**src/common/adc_regs.svh**
```systemverilog
// register indices, field positions, reset values and timing counts for the
// converter control block; assumes an AXI4-Lite slave with 32-bit data words.
`ifndef ADC_CTRL_REGS_SVH
`define ADC_CTRL_REGS_SVH

`define ADDR_W 18
`define IDX_RESULT_A 16'hffb0
`define IDX_CSR 16'hffb8
`define IDX_TRIG 16'hffb9
`define IDX_IRQ_STAT 16'hffc0
`define IDX_IRQ_CLR 16'hffc1
`define IDX_IRQ_EN 16'hffc2

`define CSR_FLAG 7
`define CSR_IE 6
`define CSR_START 5
`define CSR_SCAN 4
`define CSR_PERIOD 3
`define CSR_CH_HI 2
`define TRIG_EN 7
`define IRQ_DONE 0
`define IRQ_TRIG 1

`define CSR_RESET 8'h00
`define RESULT_RESET 16'h0000
`define RESULT_PAD 6'h00
`define IRQ_RESET 2'h0
`define CHAN_ZERO 3'h0

`define CONV_CYCLES_SLOW 134
`define CONV_CYCLES_FAST 70

`define RESP_OKAY 2'h0
`define RESP_SLVERR 2'h2

`endif

```
**src/common/adc_pkg.sv**
```systemverilog
// types shared by the converter control block and its sequencer;
// assumes adc_regs.svh for the numeric constants.
package adc_pkg;

  typedef struct packed {
    logic conv_done_flag;
    logic conv_irq_enable;
    logic conv_start_bit;
    logic scan_mode;
    logic conv_period_select;
    logic [2:0] channel_sel;
  } csr_t;

  typedef enum {SEQ_IDLE, SEQ_RUN} seq_state_t;

endpackage

```
**src/hdl/adc_conv_seq.sv**
```systemverilog
// conversion period sequencer: times one conversion from a start pulse;
// assumes the analog core holds its code valid when done is raised.
`timescale 1ns/1ps
`include "adc_regs.svh"

module adc_conv_seq
  import adc_pkg::*;
(
  input wire logic aclk, // system clock
  input wire logic aresetn, // sync reset, active low
  input wire logic go, // one-cycle start pulse, only while idle
  input wire logic period_select, // long or short period
  output logic done // one-cycle pulse, conversion over
);

  // start pulse, done register and flag register each add one edge to the count
  localparam logic [7:0] LOAD_SLOW = 8'(`CONV_CYCLES_SLOW - 3);
  localparam logic [7:0] LOAD_FAST = 8'(`CONV_CYCLES_FAST - 3);
  localparam int CONV_MAX = `CONV_CYCLES_SLOW;

  seq_state_t state_r;
  logic [7:0] cnt_r;
  logic done_r;

  wire logic cnt_end = (state_r == SEQ_RUN) && (cnt_r == 8'h00);

  always_ff @(posedge aclk) begin
    if (!aresetn) begin
      state_r <= SEQ_IDLE;
      cnt_r <= 8'h00;
      done_r <= 1'b0;
    end else begin
      done_r <= cnt_end;
      case (state_r)
        SEQ_IDLE: begin
          if (go) begin
            state_r <= SEQ_RUN;
            cnt_r <= period_select ? LOAD_FAST : LOAD_SLOW;
          end
        end
        SEQ_RUN: begin
          if (cnt_end) begin
            state_r <= SEQ_IDLE;
          end else begin
            cnt_r <= cnt_r - 8'h01;
          end
        end
        default: state_r <= SEQ_IDLE;
      endcase
    end
  end

  assign done = done_r;
endmodule

```
**src/hdl/adc_conversion_control.sv**
```systemverilog
// converter control: control/status, trigger control and result registers
// behind an AXI4-Lite slave, plus start, trigger and interrupt logic.
// assumes one-word aligned accesses and an analog core with a 10-bit code.
`timescale 1ns/1ps
`include "adc_regs.svh"

module adc_conversion_control
  import adc_pkg::*;
(
  input wire logic aclk, // system clock, 125 MHz
  input wire logic aresetn, // sync reset, active low
  input wire logic [`ADDR_W-1:0] awaddr, // write address
  input wire logic awvalid, // write address valid
  output logic awready, // write address ready
  input wire logic [31:0] wdata, // write data
  input wire logic [3:0] wstrb, // write byte strobes
  input wire logic wvalid, // write data valid
  output logic wready, // write data ready
  output logic [1:0] bresp, // write response
  output logic bvalid, // write response valid
  input wire logic bready, // write response ready
  input wire logic [`ADDR_W-1:0] araddr, // read address
  input wire logic arvalid, // read address valid
  output logic arready, // read address ready
  output logic [31:0] rdata, // read data
  output logic [1:0] rresp, // read response
  output logic rvalid, // read data valid
  input wire logic rready, // read data ready
  input wire logic ext_trigger_pin, // external start trigger
  input wire logic [9:0] core_data, // conversion code from analog core
  output logic conv_start, // one-cycle sample pulse to core
  output logic [2:0] conv_channel, // channel held for the core
  output logic conv_period_select, // period held for the core
  output logic irq // level interrupt
);

  csr_t csr_r, csr_nxt;
  logic ext_trigger_enable_r;
  logic [15:0] result_r;
  logic [1:0] irq_stat_r, irq_stat_nxt, irq_en_r;
  logic arm_r, busy_r, go_r, trig_d_r, irq_r;
  logic [2:0] chan_r;
  logic period_r;
  logic awready_r, wready_r, bvalid_r, arready_r, rvalid_r;
  logic [1:0] bresp_r, rresp_r;
  logic [31:0] rdata_r;
  logic [`ADDR_W-1:0] awaddr_r;
  logic [31:0] wdata_r;
  logic [3:0] wstrb_r;
  logic seq_done;

  function automatic logic hit(input logic [`ADDR_W-1:0] addr, input logic [15:0] idx);
    hit = (addr[`ADDR_W-1:2] == idx);
  endfunction

  function automatic logic known(input logic [`ADDR_W-1:0] addr);
    known = hit(addr, `IDX_RESULT_A) | hit(addr, `IDX_CSR) | hit(addr, `IDX_TRIG)
          | hit(addr, `IDX_IRQ_STAT) | hit(addr, `IDX_IRQ_CLR) | hit(addr, `IDX_IRQ_EN);
  endfunction

  // write path: address and data may arrive in either order
  wire logic aw_take = awvalid & awready_r;
  wire logic w_take = wvalid & wready_r;
  wire logic wr_fire = ~awready_r & ~wready_r & ~bvalid_r;
  wire logic wr_lane0 = wr_fire & wstrb_r[0];
  wire logic wr_csr = wr_lane0 & hit(awaddr_r, `IDX_CSR);
  wire logic wr_trig = wr_lane0 & hit(awaddr_r, `IDX_TRIG);
  wire logic wr_iclr = wr_lane0 & hit(awaddr_r, `IDX_IRQ_CLR);
  wire logic wr_ien = wr_lane0 & hit(awaddr_r, `IDX_IRQ_EN);
  wire logic wr_known = known(awaddr_r);

  // read path
  wire logic rd_take = arvalid & arready_r;
  wire logic rd_known = known(araddr);
  wire logic [31:0] rd_word =
      hit(araddr, `IDX_RESULT_A) ? {16'h0000, result_r} :
      hit(araddr, `IDX_CSR) ? {24'h000000, csr_r} :
      hit(araddr, `IDX_TRIG) ? {24'h000000, ext_trigger_enable_r, 7'h00} :
      hit(araddr, `IDX_IRQ_STAT) ? {30'h00000000, irq_stat_r} :
      hit(araddr, `IDX_IRQ_EN) ? {30'h00000000, irq_en_r} : 32'h00000000;
  // arming on the read itself keeps a stale read from enabling a later clear
  wire logic rd_flag_one = rd_take & hit(araddr, `IDX_CSR) & csr_r.conv_done_flag;

  // start sources
  wire logic trig_edge = ext_trigger_pin & ~trig_d_r;
  wire logic trig_go = trig_edge & ext_trigger_enable_r & ~busy_r;
  wire logic sw_go = wr_csr & wdata_r[`CSR_START] & ~busy_r;
  wire logic scan_go = seq_done & csr_r.scan_mode & csr_r.conv_start_bit;
  wire logic go_nxt = sw_go | trig_go | scan_go;
  wire logic single_done = seq_done & ~csr_r.scan_mode;
  wire logic flag_clear = wr_csr & ~wdata_r[`CSR_FLAG] & arm_r;
  wire logic irq_nxt = (csr_r.conv_done_flag & csr_r.conv_irq_enable)
                     | (|(irq_stat_r & irq_en_r));

  always_comb begin
    csr_nxt = csr_r;
    if (wr_csr) begin
      csr_nxt.conv_irq_enable = wdata_r[`CSR_IE];
      csr_nxt.scan_mode = wdata_r[`CSR_SCAN];
      csr_nxt.conv_period_select = wdata_r[`CSR_PERIOD];
      csr_nxt.channel_sel = wdata_r[`CSR_CH_HI:0];
      if (flag_clear) begin
        csr_nxt.conv_done_flag = 1'b0;
      end
      if (wdata_r[`CSR_START]) begin
        csr_nxt.conv_start_bit = 1'b1;
      end else if (csr_r.scan_mode) begin
        csr_nxt.conv_start_bit = 1'b0;
      end
    end
    if (trig_go) begin
      csr_nxt.conv_start_bit = 1'b1;
    end
    // set wins over a clear landing in the same cycle
    if (seq_done) begin
      csr_nxt.conv_done_flag = 1'b1;
    end
    if (single_done) begin
      csr_nxt.conv_start_bit = 1'b0;
    end
  end

  always_comb begin
    irq_stat_nxt = irq_stat_r & ~(wr_iclr ? wdata_r[1:0] : `IRQ_RESET);
    irq_stat_nxt[`IRQ_DONE] = irq_stat_nxt[`IRQ_DONE] | seq_done;
    irq_stat_nxt[`IRQ_TRIG] = irq_stat_nxt[`IRQ_TRIG] | trig_go;
  end

  // bus handshakes
  always_ff @(posedge aclk) begin
    if (!aresetn) begin
      awready_r <= 1'b1;
      wready_r <= 1'b1;
      bvalid_r <= 1'b0;
      bresp_r <= `RESP_OKAY;
    end else begin
      if (aw_take) begin
        awready_r <= 1'b0;
      end else if (wr_fire) begin
        awready_r <= 1'b1;
      end
      if (w_take) begin
        wready_r <= 1'b0;
      end else if (wr_fire) begin
        wready_r <= 1'b1;
      end
      if (wr_fire) begin
        bvalid_r <= 1'b1;
        bresp_r <= wr_known ? `RESP_OKAY : `RESP_SLVERR;
      end else if (bready) begin
        bvalid_r <= 1'b0;
      end
    end
  end

  always_ff @(posedge aclk) begin
    if (aw_take) begin
      awaddr_r <= awaddr;
    end
    if (w_take) begin
      wdata_r <= wdata;
      wstrb_r <= wstrb;
    end
  end

  always_ff @(posedge aclk) begin
    if (!aresetn) begin
      arready_r <= 1'b1;
      rvalid_r <= 1'b0;
      rdata_r <= 32'h00000000;
      rresp_r <= `RESP_OKAY;
    end else if (rd_take) begin
      arready_r <= 1'b0;
      rvalid_r <= 1'b1;
      rdata_r <= rd_word;
      rresp_r <= rd_known ? `RESP_OKAY : `RESP_SLVERR;
    end else if (rvalid_r && rready) begin
      arready_r <= 1'b1;
      rvalid_r <= 1'b0;
    end
  end

  // registers and control
  always_ff @(posedge aclk) begin
    if (!aresetn) begin
      csr_r <= `CSR_RESET;
      ext_trigger_enable_r <= 1'b0;
      irq_stat_r <= `IRQ_RESET;
      irq_en_r <= `IRQ_RESET;
      arm_r <= 1'b0;
      irq_r <= 1'b0;
    end else begin
      csr_r <= csr_nxt;
      irq_stat_r <= irq_stat_nxt;
      irq_r <= irq_nxt;
      if (wr_trig) begin
        ext_trigger_enable_r <= wdata_r[`TRIG_EN];
      end
      if (wr_ien) begin
        irq_en_r <= wdata_r[1:0];
      end
      // any control/status write uses up the arming, unless a flag read arms it in the same cycle
      if (rd_flag_one) begin
        arm_r <= 1'b1;
      end else if (wr_csr) begin
        arm_r <= 1'b0;
      end
    end
  end

  always_ff @(posedge aclk) begin
    if (!aresetn) begin
      busy_r <= 1'b0;
      go_r <= 1'b0;
      trig_d_r <= 1'b0;
      chan_r <= `CHAN_ZERO;
      period_r <= 1'b0;
      result_r <= `RESULT_RESET;
    end else begin
      busy_r <= go_nxt | (busy_r & ~seq_done);
      go_r <= go_nxt;
      trig_d_r <= ext_trigger_pin;
      if (go_nxt) begin
        chan_r <= csr_nxt.channel_sel;
        period_r <= csr_nxt.conv_period_select;
      end
      // captured on the same edge that sets the flag
      if (seq_done && chan_r == `CHAN_ZERO) begin
        result_r <= {core_data, `RESULT_PAD};
      end
    end
  end

  adc_conv_seq u_seq (
    .aclk(aclk),
    .aresetn(aresetn),
    .go(go_r),
    .period_select(period_r),
    .done(seq_done)
  );

  assign awready = awready_r;
  assign wready = wready_r;
  assign bvalid = bvalid_r;
  assign bresp = bresp_r;
  assign arready = arready_r;
  assign rvalid = rvalid_r;
  assign rdata = rdata_r;
  assign rresp = rresp_r;
  assign conv_start = go_r;
  assign conv_channel = chan_r;
  assign conv_period_select = period_r;
  assign irq = irq_r;
endmodule
```
**config.mk**
```make
export PLATFORM = sky130hd
export DESIGN_NAME = adc_conversion_control
export DESIGN_NICKNAME = d
export VERILOG_FILES = /design/src/common/adc_pkg.sv /design/src/hdl/adc_conv_seq.sv /design/src/hdl/adc_conversion_control.sv
export VERILOG_INCLUDE_DIRS = /design/src /design/src/common
export SDC_FILE = /design/constraint.sdc
export NUM_CORES = 1
export LEC_CHECK = 0
export CORE_MARGIN = 2
export CORE_UTILIZATION = 56
export DETAILED_ROUTE_END_ITERATION = 12
export DONT_BUFFER_PORTS = 1
export PLACE_DENSITY_LB_ADDON = 0.08
export SLEW_MARGIN = 20
export SYNTH_ARGS = -nofsm -noshare
export SYNTH_HDL_FRONTEND = slang
export SYNTH_SLANG_ARGS = --single-unit
```
**constraint.sdc**
```tcl
create_clock -name aclk -period 2 [get_ports aclk]
set_clock_uncertainty 0.1 [all_clocks]
set_input_delay 0.2 -clock aclk [delete_from_list [all_inputs] [get_ports aclk]]
set_output_delay 0.2 -clock aclk [all_outputs]
set_load 0.01 [all_outputs]
```
Yosys cells after proc, flatten, opt, wreduce, memory -nomap -nowiden. Index checks and enable logic that the tools add are counted.

Bits in latches: 0. Output and inout bits: 47. Logic and storage cells: 155. Bits in writable memories: 0. Memories kept: 0. Register bits: 141. Bits in read-only memories: 0.

Muxes and demuxes: 32. Add/sub/neg operators: 1. Bitwise logic cells: 52. Eq/ne operators: 17. $mul: 0. Shift-type cells: 0. Div/mod/pow operators: 0. Reduce and logical (&&, ||, !) cells: 22. $lt $le $gt $ge: 0.

Operators by type and width (number): $eq A16 B16 Y1 const B (12); $mux W32 (2); $pmux W32 S2 (1); $mux W8 (6); $eq A32 B1 Y1 const B (1); $eq A32 B2 Y1 const B (1); $logic_not A32 Y1 (1); $and A1 B1 Y1 (24); $reduce_bool A2 Y1 (9); $mux W1 (16); $mux W16 (1); $or A1 B1 Y1 (16); $pmux W8 S2 (1); $mux W2 (5); $not A1 Y1 (9); $logic_not A8 Y1 (1); $sub A8 B1 Y8 const B (1); $reduce_and A2 Y1 (3); $and A2 B2 Y2 (2); $ne A2 B2 Y1 const B (2); $reduce_or A2 Y1 (2); $logic_and A1 B1 Y1 (3); $logic_not A3 Y1 (1); $reduce_and A3 Y1 (1); 3 further kinds (3).

Logic depth before layout (Yosys ltp).
Depth in word-level cells: 10. Depth in mapped cells: 6.

Hierarchy. A second synthesis with hierarchy kept.

Cell total of the unflattened synthesis: 373. Area, all modules: 3847.4 µm².

By module, submodules not included: adc_conversion_control (cells an instance 309, sequential area each 1851.8 µm², times used 1, area each 3305.7 µm²); adc_conv_seq (cells an instance 64, sequential area each 200.2 µm², times used 1, area each 541.8 µm²).

Least setup slack after synthesis. No wires, ideal clock.

Path kind: register to register. Start point: register awaddr_r[8]. End point: register csr_r[7] (netlist name). Setup slack: 0.138 ns. Cell stages (with the launch flop): 6. Library setup time: 0.132 ns. Arrival time: 1.630 ns. Clock period less this slack: 1.862 ns. Path buffers: 1. Path through: edfxtp_1 nand4b_1 or4_1 buf_2 o41ai_2 a21oi_1.

Longest elaborated chain between the ends: 6.

RTL lines: from (decl) (line adc_conversion_control.sv:47) `` logic [`ADDR_W-1:0] awaddr_r; ``; from (signal assigned) (line adc_conversion_control.sv:158) `awaddr_r <= awaddr;`; $eq A16 B16 Y1 (*) (line adc_conversion_control.sv:53) `` hit = (addr[`ADDR_W-1:2] == idx); ``; $and A1 B1 Y1 (*) (line adc_conversion_control.sv:66) `` wire logic wr_csr = wr_lane0 & hit(awaddr_r, `IDX_CSR); ``; $and A1 B1 Y1 (2 in series) (line adc_conversion_control.sv:91) `` wire logic flag_clear = wr_csr & ~wdata_r[`CSR_FLAG] & arm_r; ``; $reduce_bool A2 Y1 (no line); $reduce_and A2 Y1 (no line) (*); to (signal assigned) (line adc_conversion_control.sv:186) `` csr_r <= `CSR_RESET; ``; to (signal assigned) (line adc_conversion_control.sv:193) `csr_r <= csr_nxt;`; to (decl) (line adc_conversion_control.sv:37) `csr_t csr_r, csr_nxt;`.

Mark *: on every way between the ends. The rest lies on a longest branch, timed or not. A chain may end at the register's enable or synchronous reset.

Worst setup path in the final report.
Start point: register u_seq.cnt_r[1]. End point: register u_seq.cnt_r[6].

Longest elaborated chain between the ends: 4.

RTL lines: from (decl) (line adc_conv_seq.sv:22) `logic [7:0] cnt_r;`; from (signal assigned) (line adc_conv_seq.sv:38) `cnt_r <= period_select ? LOAD_FAST : LOAD_SLOW;`; from (signal assigned) (line adc_conv_seq.sv:45) `cnt_r <= cnt_r - 8'h01;`; parallel branches: the longest is 4 deep, another holds $sub A8 B1 Y8.

Parallel ways; which one is timed is not known. The select of a mux whose other input is x is not followed.

==> metrics.md <==
| Metric | Value |
|---|---|
| Vias per cell | 5.87 |
| Unrepaired setup endpoints after global routing | no |
| Leakage Power | 1.58 nW |
| Die area | 0.00742 mm^2 |
| Post-route DRC | 0 |
| Mapped Avg Cell Area | 9.95 um^2 |
| Worst EP arrival | 2060 ps |
| Fin crit share | 0.957 |
| Clk slew on worst S/H paths | 90 ps |
| Yosys reg bits | 90 |
| Worst-Skew Late Latency | 350 ps |
| Cell variety after synth | 54 |
| Power per cell area | 751 mW/mm^2 |
| Antenna Diode Count | 0 |
| Violation count after the first detailed-route iteration | 205 |
| Initial antenna violation count | 0 |
| Req. time, crit path | 2150 ps |
| Critical path fanouts, max | 7 |
| Starting Density | 0.589 |
| CTS Buf Count | 9 |
| Worst Path Class, Setup | register to register |
| Total negative slack | 0 ps |
| Die Wd | 86.2 um |
| Largest net degree at the start of global routing | 51 |
| Post-DP HPWL | 5580 um |
| Layout area overhead | 20.5% |
| Num rows | 29 |
| R2r worst-path depth | 6 |
| Vias in the first global route | 2875 |
| Max_slew headroom | 0.642 |
| Yosys warnings | 0 |
| Pins Over Slew Limit | 0 |
| Drt pass-1 iters | 4 |
| Area of the multi-input gates | 0.00156 mm^2 |
| Ports | 137 |
| Post-synth EDFFs | 25 |
| Final nets | 530 |
| Minimum clock period after layout | 1910 ps |
| Final setup vio count | 0 |
| Share of cells above drive strength 1 | 0.120 |
| First-pass GRT wire length | 14000 um |
| All-Layer GR Usage | 0.244 |
| Clock root cell | clkbuf_8 |
| H-tree depth | 3 |
| Worst flop-to-flop path endpoint | u_seq.cnt_r[6] |
| Hold wc startpoint | arvalid |
| Max-cap violations | 0 |
| Storage element area | 0.00205 mm^2 |
| CTS tree | done |
| Routed vias | 3051 |
| Die Y-Extent | 86.2 um |
| Async SR Flop Fraction | 0 |
| Placed Area | 0.00390 mm^2 |
| Dominant synthesized flop cell | dfxtp_1 |
| Status | finished clean |
| Hold path cells | 2 |
| Worst Setup Start Kind | register |
| Core box area | 0.00642 mm^2 |
| IO buf count | 0 |
| Sequential area share after synthesis | 0.543 |
| Final wirelength | 8700 um |
| Synth Cell Area | 0.00378 mm^2 |
| Clock sink count | 90 |
| R2R Path Start | u_seq.cnt_r[1] |
| R2r setup slk | 90 ps |
| RD Place Congestion | 0.818 |
| Clk buf depth | 2 |
| FILL cells | 506 |
| Worst VDD drop | 555 uV |
| Detail Route Antenna Nets | 0 |
| Cells after synthesis | 380 |
| Routed len/inst | 16.7 um |
| HP Class | input port to register |
| Critical path endpoint category | register |
| Finished Cell Area | 0.00455 mm^2 |
| Worst-margin pin slew | 536 ps |
| GR Overflow Total | 0 |
| WHS Endpoint | rvalid |
| Max frequency | 0.523 GHz |
| Final hold violations | 0 |
==> routing by layer <==
| metal | vias to the layer above | wire [um] | global-route usage |
|---|---|---|---|
| li1 | 1488 | - | - |
| met1 | 1451 | 3690 | 0.312 |
| met2 | 99 | 4390 | 0.401 |
| met3 | 13 | 462 | 0.0481 |
| met4 | 0 | 160 | 0.105 |
| met5 | - | 0 | 0 |
==> worst max-delay path by stage <==
stage	depth (start not counted)	from	to	slack, ps
final	6	u_seq.cnt_r[1]	u_seq.cnt_r[6]	90
after global routing	5	awaddr_r[4]	csr_r[7]	2
after CTS	5	awaddr_r[8]	csr_r[7]	70
after detailed placement	5	awaddr_r[8]	csr_r[7]	70
after global placement	5	awaddr_r[8]	csr_r[7]	100
after floorplan	5	awaddr_r[8]	csr_r[7]	140
==> power breakdown <==
part	internal, mW	switching, mW
sequential	1.92	0.0344
combinational	0.0923	0.104
clock	0.640	0.629
==> area by class of cell <==
type,count,area share
Clock buffer,13,0.0423
Clock inverter,3,0.00357
Inverter,13,0.0107
Multi-Input combinational cell,261,0.343
Sequential cell,90,0.451
Tap cell,77,0.0212
Timing Repair Buffer,63,0.128
==> synth_stat cells (all sizes together) (2+ instances only) <==
cell / number / area share
a211oi: 6 / 0.012
a21oi: 38 / 0.050
a311oi: 4 / 0.0093
a31o: 2 / 0.0046
a31oi: 6 / 0.0099
a32oi: 11 / 0.025
a41o: 2 / 0.0053
and2: 7 / 0.012
buf: 20 / 0.038
clkbuf: 13 / 0.013
dfxtp: 65 / 0.34
edfxtp: 25 / 0.20
ha: 2 / 0.0066
inv: 13 / 0.013
mux2i: 3 / 0.0079
nand2: 36 / 0.036
nand2b: 6 / 0.0099
nand3: 18 / 0.024
nand4: 5 / 0.0083
nand4b: 9 / 0.021
nor2: 19 / 0.019
nor2b: 3 / 0.0050
nor3: 9 / 0.012
nor4: 7 / 0.017
nor4b: 2 / 0.0079
o21a: 3 / 0.0060
o21ai: 20 / 0.026
or3: 2 / 0.0033
or3b: 3 / 0.0070
or4: 3 / 0.0060
==> through the flow <==
step	utilization	hold slack (ps)	power [mW]	std cells	setup slack, ps
6_report	0.709	8.67	3.42	520	86.5
2_1_floorplan	-	199	2.11	397	138
3_5_place_dp	0.608	180	2.12	461	74.2
5_1_grt	0.709	18.2	3.54	520	1.63
4_1_cts	0.707	0.406	3.44	520	72.0
3_3_place_gp	0.608	175	2.11	461	104
==> cell usage in the layout, fill, tap and decap left out, types with 9 or more instances in the layout <==
master | Yosys | final
dfxtp_1 | 65 | 65
dlygate4sd3_1 | 0 | 43
a21oi_1 | 38 | 38
nand2_1 | 35 | 35
edfxtp_1 | 25 | 25
nor2_1 | 19 | 19
o21ai_0 | 19 | 19
buf_4 | 18 | 19
nand3_1 | 18 | 18
conb_1 | 1 | 18
inv_1 | 12 | 12
a32oi_1 | 11 | 11
clkbuf_8 | 0 | 10
nor3_1 | 9 | 9
nand4b_1 | 9 | 9
==> registers in the layout, summed over array words and instances (netlist names), 2 cells and up <==
signal / cells
wdata_r: 8
result_r: 10
u_seq.cnt_r: 8
irq_en_r: 2
csr_r: 8
awaddr_r: 16
irq_stat_r: 2
conv_channel: 3
rdata: 16
==> logic make-up after synthesis <==
kind of cell    share of synthesized area
mux                                0.0109
fa+ha+maj                         0.00662
simple gates                        0.199
buf+inv                            0.0642
xor+xnor                          0.00232
flops                               0.543
other cells                      0.000992
compound gates                      0.173
==> critical path, cell delays in order, from the launching register on <==
cell	delay, ps
dfxtp_1	350
inv_1	90
ha_1	170
or3b_2	510
o21a_1	280
o31ai_1	260
a21oi_1	60
==> timing repair <==
action | CTS | global route
endpoints found under the setup margin | 0 | 5
hold buffers | 43 | 0
gates resized for setup | 0 | 3
endpoints found under the hold margin | 59 | 0
setup buffers | 0 | 0
No activity file was read; power rests on OpenSTA's default activity.
